$ cat src/core/pmcfg_pkg.sv
// Constants shared by the manufacturer configuration register bank.
// Assumes a command decoder upstream that hands over whole SMBus words.
package pmcfg_pkg;

  // ---------------------------------------------------------------
  // Command codes
  // ---------------------------------------------------------------
  localparam logic [7:0] CMD_DEVICE_TYPE      = 8'hd0;
  localparam logic [7:0] CMD_VOUT_GAIN        = 8'hd1;
  localparam logic [7:0] CMD_VOUT_OFFSET      = 8'hd2;
  localparam logic [7:0] CMD_VIN_GAIN         = 8'hd3;
  localparam logic [7:0] CMD_VIN_OFFSET       = 8'hd4;
  localparam logic [7:0] CMD_IOUT_GAIN        = 8'hd6;
  localparam logic [7:0] CMD_IOUT_OFFSET      = 8'hd7;
  localparam logic [7:0] CMD_FW_REV           = 8'hdb;
  localparam logic [7:0] CMD_PIN_MAP_ALERT    = 8'he0;
  localparam logic [7:0] CMD_ONOFF_LOGIC      = 8'he1;
  localparam logic [7:0] CMD_PG_POLARITY      = 8'he2;
  localparam logic [7:0] CMD_DATE_LOC_SERIAL  = 8'hf0;

  // ---------------------------------------------------------------
  // Field positions and reset values
  // ---------------------------------------------------------------
  localparam int         WPE_BIT              = 1;
  localparam int         NAME_LSB             = 2;
  localparam int         ALERT_RESP_BIT       = 4;
  localparam int         COMBINE_BIT          = 1;
  localparam int         SEC_POL_BIT          = 0;
  localparam int         PG_POL_BIT           = 0;
  localparam int         EXP_LSB              = 11;
  localparam logic [15:0] GAIN_RESET          = 16'h2000;
  localparam logic [15:0] GAIN_MIN            = 16'h1999;
  localparam logic [15:0] GAIN_MAX            = 16'h2666;
  localparam logic [4:0] EXP_VOUT             = 5'h14;
  localparam logic [4:0] EXP_VIN              = 5'h1d;
  localparam logic [4:0] EXP_IOUT             = 5'h1c;
  localparam logic [7:0] BYTE_RESET           = 8'h00;
  localparam int         SERIAL_BYTES         = 12;

  // ---------------------------------------------------------------
  // Pin mapping codes
  // ---------------------------------------------------------------
  localparam logic [3:0] MAP_SEC_PG           = 4'h0;
  localparam logic [3:0] MAP_TRIM_PG          = 4'h1;
  localparam logic [3:0] MAP_TRIM_SEC         = 4'h2;

  typedef enum logic [1:0] {
    PMCFG_IDLE  = 2'b00,
    PMCFG_FETCH = 2'b01,
    PMCFG_REPLY = 2'b10
  } pmcfg_rd_state_t;

endpackage

$ cat src/core/pmcfg_regs.sv
// Manufacturer configuration register bank behind the PMBus command layer.
// Assumes an upstream SMBus engine delivering one decoded command per
// cmd_valid_in pulse; block transfers arrive as one byte per pulse.
`timescale 1ns/1ps

// Function
// [RULE_01] Device-type register reports a fixed 6-bit module name per variant.
// [RULE_02] Vout gain resets to 0x2000, accepts 0x1999..0x2666, kept in flash.
// [RULE_03] Vout offset uses linear exponent -12; host must write that exponent.
// [RULE_04] Vin gain resets to 0x2000, accepts 0x1999..0x2666, kept in flash.
// [RULE_05] Vin offset uses exponent -3; host writes it, value persists.
// [RULE_06] Iout gain accepts 0x1999..0x2666 and scales current readback.
// [RULE_07] Iout offset uses exponent -4; host encodes offsets with it.
// [RULE_08] Six calibration registers ignore writes while write-protect is set.
// [RULE_09] Write-protect bit 1 locks protected writes, 0 permits them.
// [RULE_10] Firmware revision is read-only, a byte of two nibbles.
// [RULE_11] Bit 4 enables alert response address; bits 7:5 read zero.
// [RULE_12] Bits 3:0 map the two multi-purpose pins among three codes.
// [RULE_13] Load-sharing variants accept only pin map code 0000.
// [RULE_14] On/off bit 1 ignores or ANDs the secondary on/off input.
// [RULE_15] On/off bit 0 sets secondary polarity; bits 7:2 read zero.
// [RULE_16] Power-good polarity bit 0 sets pin sense; upper bits read zero.
// [RULE_17] Date/location/serial is a 12-byte block, write-protected too.
// [RULE_18] Bad gain or exponent writes are dropped and flag invalid data.
module pmcfg_regs #(
  parameter logic [5:0] MODULE_NAME = 6'h2a, // Arbitrary value
  parameter logic [7:0] FW_REVISION = 8'h10, // Arbitrary value
  parameter bit         LOAD_SHARE  = 1'b0
) (
  input  wire logic        core_clk_in,
  input  wire logic        arst_n_in,
  input  wire logic        cmd_valid_in,
  input  wire logic        cmd_write_in,
  input  wire logic [7:0]  cmd_code_in,
  input  wire logic [15:0] cmd_wdata_in,
  input  wire logic [3:0]  cmd_byte_idx_in,
  output logic             rsp_valid_out,
  output logic      [15:0] rsp_rdata_out,
  output logic             invalid_data_out,
  output logic             invalid_cmd_out,
  input  wire logic        alert_line_in,
  output logic             ara_respond_out,
  input  wire logic        primary_on_in,
  input  wire logic        power_good_in,
  input  wire logic        trim_or_control_pin_in,
  input  wire logic        second_control_pin_in,
  output logic             second_control_pin_out,
  output logic             second_control_pin_oe_out,
  output logic             trim_active_out,
  output logic             output_enable_out,
  output logic      [15:0] vout_gain_out,
  output logic      [15:0] vout_offset_out,
  output logic      [15:0] vin_gain_out,
  output logic      [15:0] vin_offset_out,
  output logic      [15:0] iout_gain_out,
  output logic      [15:0] iout_offset_out
);

  // ---------------------------------------------------------------
  // Helpers
  // ---------------------------------------------------------------
  function automatic logic gain_ok(input logic [15:0] v);
    return (v >= pmcfg_pkg::GAIN_MIN) && (v <= pmcfg_pkg::GAIN_MAX);
  endfunction

  function automatic logic exp_ok(input logic [15:0] v,
                                  input logic [4:0]  e);
    return v[15:pmcfg_pkg::EXP_LSB] == e;
  endfunction

  function automatic logic map_ok(input logic [3:0] m);
    if (LOAD_SHARE) begin
      return m == pmcfg_pkg::MAP_SEC_PG;
    end
    return (m == pmcfg_pkg::MAP_SEC_PG) || (m == pmcfg_pkg::MAP_TRIM_PG) ||
           (m == pmcfg_pkg::MAP_TRIM_SEC);
  endfunction

  logic        write_protect_enable;
  logic [15:0] vout_gain;
  logic [15:0] vout_offset;
  logic [15:0] vin_gain;
  logic [15:0] vin_offset;
  logic [15:0] iout_gain;
  logic [15:0] iout_offset;
  logic [4:0]  pin_alert;
  logic [1:0]  onoff_logic;
  logic        pg_pol;
  logic        wr;
  logic        rd;
  logic        locked;
  logic        known;
  logic        bad_data;
  logic [7:0]  serial_byte;
  logic        trim_pin;
  logic        c2_pin;
  logic        sec_raw;
  logic        sec_active;
  logic        pg_mapped;
  logic [7:0]  rd_code;
  pmcfg_pkg::pmcfg_rd_state_t rd_state;

  assign wr     = cmd_valid_in && cmd_write_in;
  assign rd     = cmd_valid_in && !cmd_write_in;
  assign locked = write_protect_enable; // see [RULE_09]

  always_comb begin
    known = 1'b1;
    case (cmd_code_in)
      pmcfg_pkg::CMD_DEVICE_TYPE, pmcfg_pkg::CMD_VOUT_GAIN,
      pmcfg_pkg::CMD_VOUT_OFFSET, pmcfg_pkg::CMD_VIN_GAIN,
      pmcfg_pkg::CMD_VIN_OFFSET, pmcfg_pkg::CMD_IOUT_GAIN,
      pmcfg_pkg::CMD_IOUT_OFFSET, pmcfg_pkg::CMD_PIN_MAP_ALERT,
      pmcfg_pkg::CMD_ONOFF_LOGIC, pmcfg_pkg::CMD_PG_POLARITY,
      pmcfg_pkg::CMD_DATE_LOC_SERIAL: known = 1'b1;
      pmcfg_pkg::CMD_FW_REV: known = !cmd_write_in; // see [RULE_10]
      default: known = 1'b0;
    endcase
  end

  // Range and exponent screening applies even when locked out
  always_comb begin
    case (cmd_code_in)
      pmcfg_pkg::CMD_VOUT_GAIN,
      pmcfg_pkg::CMD_VIN_GAIN,
      pmcfg_pkg::CMD_IOUT_GAIN: bad_data = !gain_ok(cmd_wdata_in);
      pmcfg_pkg::CMD_VOUT_OFFSET:
        bad_data = !exp_ok(cmd_wdata_in, pmcfg_pkg::EXP_VOUT);
      pmcfg_pkg::CMD_VIN_OFFSET:
        bad_data = !exp_ok(cmd_wdata_in, pmcfg_pkg::EXP_VIN);
      pmcfg_pkg::CMD_IOUT_OFFSET:
        bad_data = !exp_ok(cmd_wdata_in, pmcfg_pkg::EXP_IOUT);
      pmcfg_pkg::CMD_PIN_MAP_ALERT: bad_data = !map_ok(cmd_wdata_in[3:0]);
      default: bad_data = 1'b0;
    endcase
  end

  // ---------------------------------------------------------------
  // Write protect
  // ---------------------------------------------------------------
  always_ff @(posedge core_clk_in or negedge arst_n_in) begin
    if (!arst_n_in) begin
      write_protect_enable <= 1'b0;
    end else if (wr && cmd_code_in == pmcfg_pkg::CMD_DEVICE_TYPE) begin
      write_protect_enable <= cmd_wdata_in[pmcfg_pkg::WPE_BIT]; // see [RULE_09]
    end
  end

  // ---------------------------------------------------------------
  // Calibration registers
  // ---------------------------------------------------------------
  // Reset stands in for the flash image; restore from flash is upstream
  always_ff @(posedge core_clk_in or negedge arst_n_in) begin
    if (!arst_n_in) begin
      vout_gain   <= pmcfg_pkg::GAIN_RESET;
      vin_gain    <= pmcfg_pkg::GAIN_RESET;
      iout_gain   <= pmcfg_pkg::GAIN_RESET;
      vout_offset <= {pmcfg_pkg::EXP_VOUT, 11'h000};
      vin_offset  <= {pmcfg_pkg::EXP_VIN, 11'h000};
      iout_offset <= {pmcfg_pkg::EXP_IOUT, 11'h000};
    end else if (wr && !locked && !bad_data) begin // see [RULE_08]
      case (cmd_code_in)
        pmcfg_pkg::CMD_VOUT_GAIN:   vout_gain   <= cmd_wdata_in; // see [RULE_02]
        pmcfg_pkg::CMD_VIN_GAIN:    vin_gain    <= cmd_wdata_in; // see [RULE_04]
        pmcfg_pkg::CMD_IOUT_GAIN:   iout_gain   <= cmd_wdata_in; // see [RULE_06]
        pmcfg_pkg::CMD_VOUT_OFFSET: vout_offset <= cmd_wdata_in; // see [RULE_03]
        pmcfg_pkg::CMD_VIN_OFFSET:  vin_offset  <= cmd_wdata_in; // see [RULE_05]
        pmcfg_pkg::CMD_IOUT_OFFSET: iout_offset <= cmd_wdata_in; // see [RULE_07]
        default: ;
      endcase
    end
  end

  assign vout_gain_out   = vout_gain;
  assign vout_offset_out = vout_offset;
  assign vin_gain_out    = vin_gain;
  assign vin_offset_out  = vin_offset;
  assign iout_gain_out   = iout_gain;
  assign iout_offset_out = iout_offset;

  // ---------------------------------------------------------------
  // Pin and logic configuration
  // ---------------------------------------------------------------
  always_ff @(posedge core_clk_in or negedge arst_n_in) begin
    if (!arst_n_in) begin
      pin_alert <= 5'h00;
    end else if (wr && cmd_code_in == pmcfg_pkg::CMD_PIN_MAP_ALERT &&
                 !bad_data) begin
      pin_alert <= cmd_wdata_in[4:0]; // see [RULE_12] see [RULE_13]
    end
  end

  always_ff @(posedge core_clk_in or negedge arst_n_in) begin
    if (!arst_n_in) begin
      onoff_logic <= 2'h0;
    end else if (wr && cmd_code_in == pmcfg_pkg::CMD_ONOFF_LOGIC) begin
      onoff_logic <= cmd_wdata_in[1:0]; // see [RULE_15]
    end
  end

  always_ff @(posedge core_clk_in or negedge arst_n_in) begin
    if (!arst_n_in) begin
      pg_pol <= 1'b0;
    end else if (wr && cmd_code_in == pmcfg_pkg::CMD_PG_POLARITY) begin
      pg_pol <= cmd_wdata_in[pmcfg_pkg::PG_POL_BIT]; // see [RULE_16]
    end
  end

  always_ff @(posedge core_clk_in or negedge arst_n_in) begin
    if (!arst_n_in) begin
      invalid_data_out <= 1'b0;
      invalid_cmd_out  <= 1'b0;
    end else begin
      invalid_data_out <= wr && known && bad_data; // see [RULE_18]
      invalid_cmd_out  <= cmd_valid_in && !known;
    end
  end

  // ---------------------------------------------------------------
  // Serial block store
  // ---------------------------------------------------------------
  pmcfg_serial_mem u_serial (
    .core_clk_in (core_clk_in),
    .arst_n_in   (arst_n_in),
    .wr_en_in    (wr && !locked &&
                  cmd_code_in == pmcfg_pkg::CMD_DATE_LOC_SERIAL), // see [RULE_17]
    .addr_in     (cmd_byte_idx_in),
    .wdata_in    (cmd_wdata_in[7:0]),
    .rdata_out   (serial_byte)
  );

  // ---------------------------------------------------------------
  // Read path: two cycles so the memory byte is registered too
  // ---------------------------------------------------------------
  always_ff @(posedge core_clk_in or negedge arst_n_in) begin
    if (!arst_n_in) begin
      rd_state <= pmcfg_pkg::PMCFG_IDLE;
      rd_code  <= 8'h00;
    end else begin
      case (rd_state)
        pmcfg_pkg::PMCFG_IDLE: begin
          if (rd && known) begin
            rd_state <= pmcfg_pkg::PMCFG_FETCH;
            rd_code  <= cmd_code_in;
          end
        end
        pmcfg_pkg::PMCFG_FETCH: rd_state <= pmcfg_pkg::PMCFG_REPLY;
        pmcfg_pkg::PMCFG_REPLY: rd_state <= pmcfg_pkg::PMCFG_IDLE;
        default: rd_state <= pmcfg_pkg::PMCFG_IDLE;
      endcase
    end
  end

  always_ff @(posedge core_clk_in or negedge arst_n_in) begin
    if (!arst_n_in) begin
      rsp_rdata_out <= 16'h0000;
      rsp_valid_out <= 1'b0;
    end else begin
      rsp_valid_out <= rd_state == pmcfg_pkg::PMCFG_FETCH;
      if (rd_state == pmcfg_pkg::PMCFG_FETCH) begin
        case (rd_code)
          pmcfg_pkg::CMD_DEVICE_TYPE: rsp_rdata_out <=
            {8'h00, MODULE_NAME, write_protect_enable, 1'b0}; // see [RULE_01]
          pmcfg_pkg::CMD_VOUT_GAIN:     rsp_rdata_out <= vout_gain;
          pmcfg_pkg::CMD_VOUT_OFFSET:   rsp_rdata_out <= vout_offset;
          pmcfg_pkg::CMD_VIN_GAIN:      rsp_rdata_out <= vin_gain;
          pmcfg_pkg::CMD_VIN_OFFSET:    rsp_rdata_out <= vin_offset;
          pmcfg_pkg::CMD_IOUT_GAIN:     rsp_rdata_out <= iout_gain;
          pmcfg_pkg::CMD_IOUT_OFFSET:   rsp_rdata_out <= iout_offset;
          pmcfg_pkg::CMD_FW_REV:
            rsp_rdata_out <= {8'h00, FW_REVISION}; // see [RULE_10]
          pmcfg_pkg::CMD_PIN_MAP_ALERT:
            rsp_rdata_out <= {11'h000, pin_alert}; // see [RULE_11]
          pmcfg_pkg::CMD_ONOFF_LOGIC:
            rsp_rdata_out <= {14'h0000, onoff_logic}; // see [RULE_15]
          pmcfg_pkg::CMD_PG_POLARITY:
            rsp_rdata_out <= {15'h0000, pg_pol}; // see [RULE_16]
          pmcfg_pkg::CMD_DATE_LOC_SERIAL:
            rsp_rdata_out <= {8'h00, serial_byte};
          default: rsp_rdata_out <= 16'h0000;
        endcase
      end
    end
  end

  // ---------------------------------------------------------------
  // Pins and enables
  // ---------------------------------------------------------------
  pmcfg_sync u_sync_trim (
    .core_clk_in (core_clk_in),
    .arst_n_in   (arst_n_in),
    .pin_in      (trim_or_control_pin_in),
    .level_out   (trim_pin)
  );

  pmcfg_sync u_sync_c2 (
    .core_clk_in (core_clk_in),
    .arst_n_in   (arst_n_in),
    .pin_in      (second_control_pin_in),
    .level_out   (c2_pin)
  );

  // With no pin mapped as secondary on/off the secondary counts as active
  always_comb begin
    case (pin_alert[3:0])
      pmcfg_pkg::MAP_SEC_PG:   sec_raw = trim_pin;
      pmcfg_pkg::MAP_TRIM_SEC: sec_raw = c2_pin;
      default:                 sec_raw = onoff_logic[pmcfg_pkg::SEC_POL_BIT];
    endcase
  end

  assign sec_active = onoff_logic[pmcfg_pkg::SEC_POL_BIT] ? sec_raw
                                                          : !sec_raw;
  assign pg_mapped  = pin_alert[3:0] != pmcfg_pkg::MAP_TRIM_SEC;

  always_ff @(posedge core_clk_in or negedge arst_n_in) begin
    if (!arst_n_in) begin
      output_enable_out         <= 1'b0;
      second_control_pin_out    <= 1'b0;
      second_control_pin_oe_out <= 1'b0;
      trim_active_out           <= 1'b0;
      ara_respond_out           <= 1'b0;
    end else begin
      output_enable_out <= primary_on_in &&
        (!onoff_logic[pmcfg_pkg::COMBINE_BIT] || sec_active); // see [RULE_14]
      second_control_pin_out    <= pg_pol ? power_good_in
                                          : !power_good_in; // see [RULE_16]
      second_control_pin_oe_out <= pg_mapped; // see [RULE_12]
      trim_active_out <= pin_alert[3:0] != pmcfg_pkg::MAP_SEC_PG;
      ara_respond_out <= alert_line_in &&
        pin_alert[pmcfg_pkg::ALERT_RESP_BIT]; // see [RULE_11]
    end
  end
endmodule

$ cat src/core/pmcfg_sync.sv
// Three-stage synchroniser with agreement filter for one pin.
// Assumes the pin is asynchronous to core_clk_in.
`timescale 1ns/1ps
module pmcfg_sync (
  input  wire logic core_clk_in,
  input  wire logic arst_n_in,
  input  wire logic pin_in,
  output logic      level_out
);
  logic s1;
  logic s2;
  logic s3;

  // ---------------------------------------------------------------
  // Stages; only s2 reads s1
  // ---------------------------------------------------------------
  always_ff @(posedge core_clk_in or negedge arst_n_in) begin
    if (!arst_n_in) begin
      s1 <= 1'b0;
      s2 <= 1'b0;
      s3 <= 1'b0;
    end else begin
      s1 <= pin_in;
      s2 <= s1;
      s3 <= s2;
    end
  end

  // A change counts only once stages two and three agree
  always_ff @(posedge core_clk_in or negedge arst_n_in) begin
    if (!arst_n_in) begin
      level_out <= 1'b0;
    end else if (s2 == s3) begin
      level_out <= s3;
    end
  end
endmodule

$ cat src/core/pmcfg_serial_mem.sv
// Twelve-byte store for the date, location and serial block.
// Assumes the caller gates writes; read data leave from a register.
`timescale 1ns/1ps
module pmcfg_serial_mem (
  input  wire logic       core_clk_in,
  input  wire logic       arst_n_in,
  input  wire logic       wr_en_in,
  input  wire logic [3:0] addr_in,
  input  wire logic [7:0] wdata_in,
  output logic      [7:0] rdata_out
);
  logic [7:0] mem [pmcfg_pkg::SERIAL_BYTES];

  // ---------------------------------------------------------------
  // Storage; out-of-range indices are dropped
  // ---------------------------------------------------------------
  always_ff @(posedge core_clk_in or negedge arst_n_in) begin
    if (!arst_n_in) begin
      for (int i = 0; i < pmcfg_pkg::SERIAL_BYTES; i++) begin
        mem[i] <= pmcfg_pkg::BYTE_RESET;
      end
    end else if (wr_en_in && (32'(addr_in) < pmcfg_pkg::SERIAL_BYTES)) begin
      mem[addr_in] <= wdata_in;
    end
  end

  always_ff @(posedge core_clk_in or negedge arst_n_in) begin
    if (!arst_n_in) begin
      rdata_out <= pmcfg_pkg::BYTE_RESET;
    end else if (32'(addr_in) < pmcfg_pkg::SERIAL_BYTES) begin
      rdata_out <= mem[addr_in];
    end else begin
      rdata_out <= pmcfg_pkg::BYTE_RESET;
    end
  end
endmodule

$ cat config.mk
export PLATFORM = sky130hd
export DESIGN_NAME = pmcfg_regs
export DESIGN_NICKNAME = d
export VERILOG_FILES = /design/src/core/pmcfg_pkg.sv /design/src/core/pmcfg_regs.sv /design/src/core/pmcfg_sync.sv /design/src/core/pmcfg_serial_mem.sv
export SDC_FILE = /design/constraint.sdc
export NUM_CORES = 1
export LEC_CHECK = 0
export ABC_AREA = 1
export BUFFER_PORTS_ARGS = -buffer_cell sky130_fd_sc_hd__buf_2
export CAP_MARGIN = 20
export CORE_UTILIZATION = 52
export CTS_CLUSTER_DIAMETER = 40
export DETAILED_ROUTE_END_ITERATION = 10
export PLACE_DENSITY = 0.76
export SKIP_CTS_REPAIR_TIMING = 1
export SLEW_MARGIN = 5
export SYNTH_ARGS = -nofsm -noshare
export SYNTH_HDL_FRONTEND = slang
export SYNTH_SLANG_ARGS = --single-unit
$ cat constraint.sdc
create_clock -name core_clk_in -period 1.65 [get_ports core_clk_in]
set_input_delay 0.0825 -clock core_clk_in [delete_from_list [all_inputs] [get_ports core_clk_in]]
set_output_delay 0.0825 -clock core_clk_in [all_outputs]
set_load 0.02 [all_outputs]
==> impl_metrics.yaml <==
status:
  status: "finished with violations"
  violations: "setup timing"
grt:
  grt_pass1_vias: 10120
  grt_pass1_wl_mm: 53.74
  grt_remaining_overflow: 0
  grtUsageTotal: 0.3083
  grt_max_degree: 59
  antenna_found_initial: 1
hold_path:
  hold_depth: 4
  hp-class: "in -> reg"
  hold_end: "rd_code[3]"
  hp-start: "cmd_code_in[3]"
clock_tree:
  cts_made_buffers: 36
  cts_buffer_depth: 3
  cts_tree: "done"
  htreeDepth: 2
  root_buffer: "clkbuf_16"
  clk_latency_ns: 0.52
  path_clk_slew_ns: 0.06
  cts_sinks: 251
detailed_routing:
  wirelength_mm: 37.44
  avgViaCountPerCell: 5.883
  vias: 11240
  final_antenna_net_count: 0
  drc: 0
  dr.pass1.iters: 5
  initialDrtViolationCount: 1096
  routedWlPerCell_um: 19.59
finish:
  layout_common_cells: "nand2_1 (442), dfrtp_1 (238), buf_2 (155)"
  final_core_util: 0.7156
  area_growth_pct: 34.72
  final_cells: 1911
  fillers: 1573
  multiInputGateArea_mm2: 0.004992
  drive_gt1_frac: 0.3135
  seq_area_mm2: 0.006297
  final_common_cell: "nand2_1"
  nets: 1639
yosys:
  syn_area_per_cell_um2: 8.710
  ys.flop_type: "dfrtp_1"
  ys_seq_elements: 251
  synth_edf_count: 0
  synth_warnings: 0
  yosysSeqAreaShare: 0.5431
  synthTopCellsByArea: "dfrtp_1 (52%), nand2_1 (16%), nand4_1 (5.2%)"
  synth_cell_types: 42
  syn_inst: 1331
  yosysTopAreaCell: "dfrtp_1"
  syn-num-nets: 1368
  synth_top_cell_area_share: 0.5159
  syn-cell-area_mm2: 0.01159
  synthArstFlopShare: 1.000
sta:
  finalHoldViolCount: 0
  post-route-min-period_ns: 1.780
  holdWs_ns: 0.00002892
  clock_skew_ns: 0.01812
  tightestPinTransition_ns: 0.7828
  rsz0062_at_grt: "yes"
  fin_crit_sh: 1.079
  fin_ws_ns: -0.1295
  slew_viol_final: 0
  relSlewSlack: 0.4774
  setup_violations: 78
  max_freq_mhz: 561.9
power:
  power_density_mw_per_mm2: 1018
  vdd.ir_drop.worst_mv: 0.9116
  p_leak_nw: 8.066
worst_setup_path:
  critPathArrivalTime_ns: 2.18
  cp_max_fo: 8
  slowest_stage: "dfrtp_1"
  crit_type: "reg -> reg"
  end_kind: "register"
  max_stage_delay_ns: 0.41
  crit_buf_inv: 2
  worstPathRequired_ns: 2.05
  path_cells: "nor2_4, nand4_4, a21oi_4, buf_6, buf_12, nand3_4, nand2_2, o21ai_2"
  r2r-start: "locked"
  r2r_cells: 8
  crit_family: "simple AND/OR/NAND/NOR gates"
  reg2reg_to: "u_serial.mem[2]"
  cp-start-kind: "register"
  reg2reg_slack_ns: -0.13
die:
  rows: 54
  die_x_um: 151.3
  die_h_um: 151.3
  core_area_mm2: 0.02182
  die-area_mm2: 0.02289
  io_pins: 157
  start_util: 0.5312
placement:
  place.port_buffers: 156
  gp_congestion: 0.9024
  place_inst: 1809
  hpwl_mm: 24.29
  dp_slack_ns: -0.1151
run:
  cap_violations: 0
==> worst max path at each step <==
stage / start / to / slack, ns / cells past startpoint
after floorplan: locked / u_serial.mem[85] / 0.004 / 8
after global placement: cmd_code_in[3] / u_serial.mem[67] / -0.06 / 10
after detailed placement: cmd_code_in[3] / u_serial.mem[94] / -0.12 / 10
after CTS: rd_code[2] / rsp_rdata_out[3] / -0.11 / 10
after global routing: locked / u_serial.mem[2] / -0.18 / 8
final: locked / u_serial.mem[2] / -0.13 / 8
==> Yosys cell counts, types with 2 or more instances <==
master,n
nor3_1,11
nor3_2,2
o31ai_1,2
buf_2,25
nor2_1,35
nor2_2,5
nand3_4,10
buf_6,10
buf_4,5
clkbuf_1,34
nand3_2,3
a21oi_1,30
a211o_1,2
o21ai_0,24
inv_1,75
nor2_4,5
o21ai_1,86
a211oi_1,4
o22ai_1,2
or3_1,6
nand4_1,96
dfrtp_1,239
o21ai_2,10
inv_2,10
a21oi_4,2
nand2_2,3
nand4_2,7
a22oi_1,44
maj3_1,2
nand2_1,485
nand3_1,35
dfstp_2,12
==> worst min-delay path, stage by stage <==
cell     delay [ns]
buf_2          0.11
buf_4          0.10
nand4_1        0.10
nand2_1        0.08
==> stage by stage <==
stage	TNS, ns	power [mW]	instance area [um2]
after global placement	-3.213	7.458	13520
after global routing	-8.877	16.30	15620
final	-4.102	15.90	15620
after CTS	-3.375	15.77	14840
after floorplan	0	6.823	11590
after detailed placement	-7.148	7.478	13520
==> layout make-up <==
type | count | share of cell area
Clock buffer | 42 | 0.06313
Tap cell | 280 | 0.02243
Timing Repair Buffer | 300 | 0.1489
Multi-Input combinational cell | 928 | 0.3197
Antenna cell | 1 | 0.0001602
Sequential cell | 251 | 0.4032
Inverter | 85 | 0.02059
Clock inverter | 24 | 0.02187
==> logic make-up (layout without fill, tap and decap cells) <==
| logic type | Yosys count | after routing | share of synthesized area |
|---|---|---|---|
| AND/OR/NAND/NOR | 705 | 714 | 0.2810 |
| flip-flops | 251 | 251 | 0.5431 |
| AO/OA/AOI/OAI | 211 | 211 | 0.1091 |
| buffers and inverters | 161 | 451 | 0.06433 |
| adder cells (fa/ha/maj) | 2 | 2 | 0.001727 |
| XOR/XNOR | 1 | 1 | 0.0007557 |
| other | 0 | 1 | 0 |
==> report_power, final <==
part           switching, mW  internal, mW
Clock                   3.03          5.32
Combinational          0.810         0.452
Sequential            0.0555          6.23
==> per-layer routing <==
metal | track usage | routed length, um | vias to the layer above
met4 | 0.1420 | 1508 | 0
li1 | - | - | 5061
met2 | 0.4868 | 18070 | 654
met1 | 0.4127 | 14590 | 5407
met5 | 0 | 0 | -
met3 | 0.05633 | 3270 | 120
==> flip-flops by register name, indices dropped and copies added, names as in the netlist, 8 cells and up <==
name,cells
u_serial.mem,96
iout_gain_out,16
iout_offset_out,16
rsp_rdata_out,16
vin_gain_out,16
vin_offset_out,16
vout_gain_out,16
vout_offset_out,16
rd_code,8
u_serial.rdata_out,8
Power figures use the tool's default switching activity.
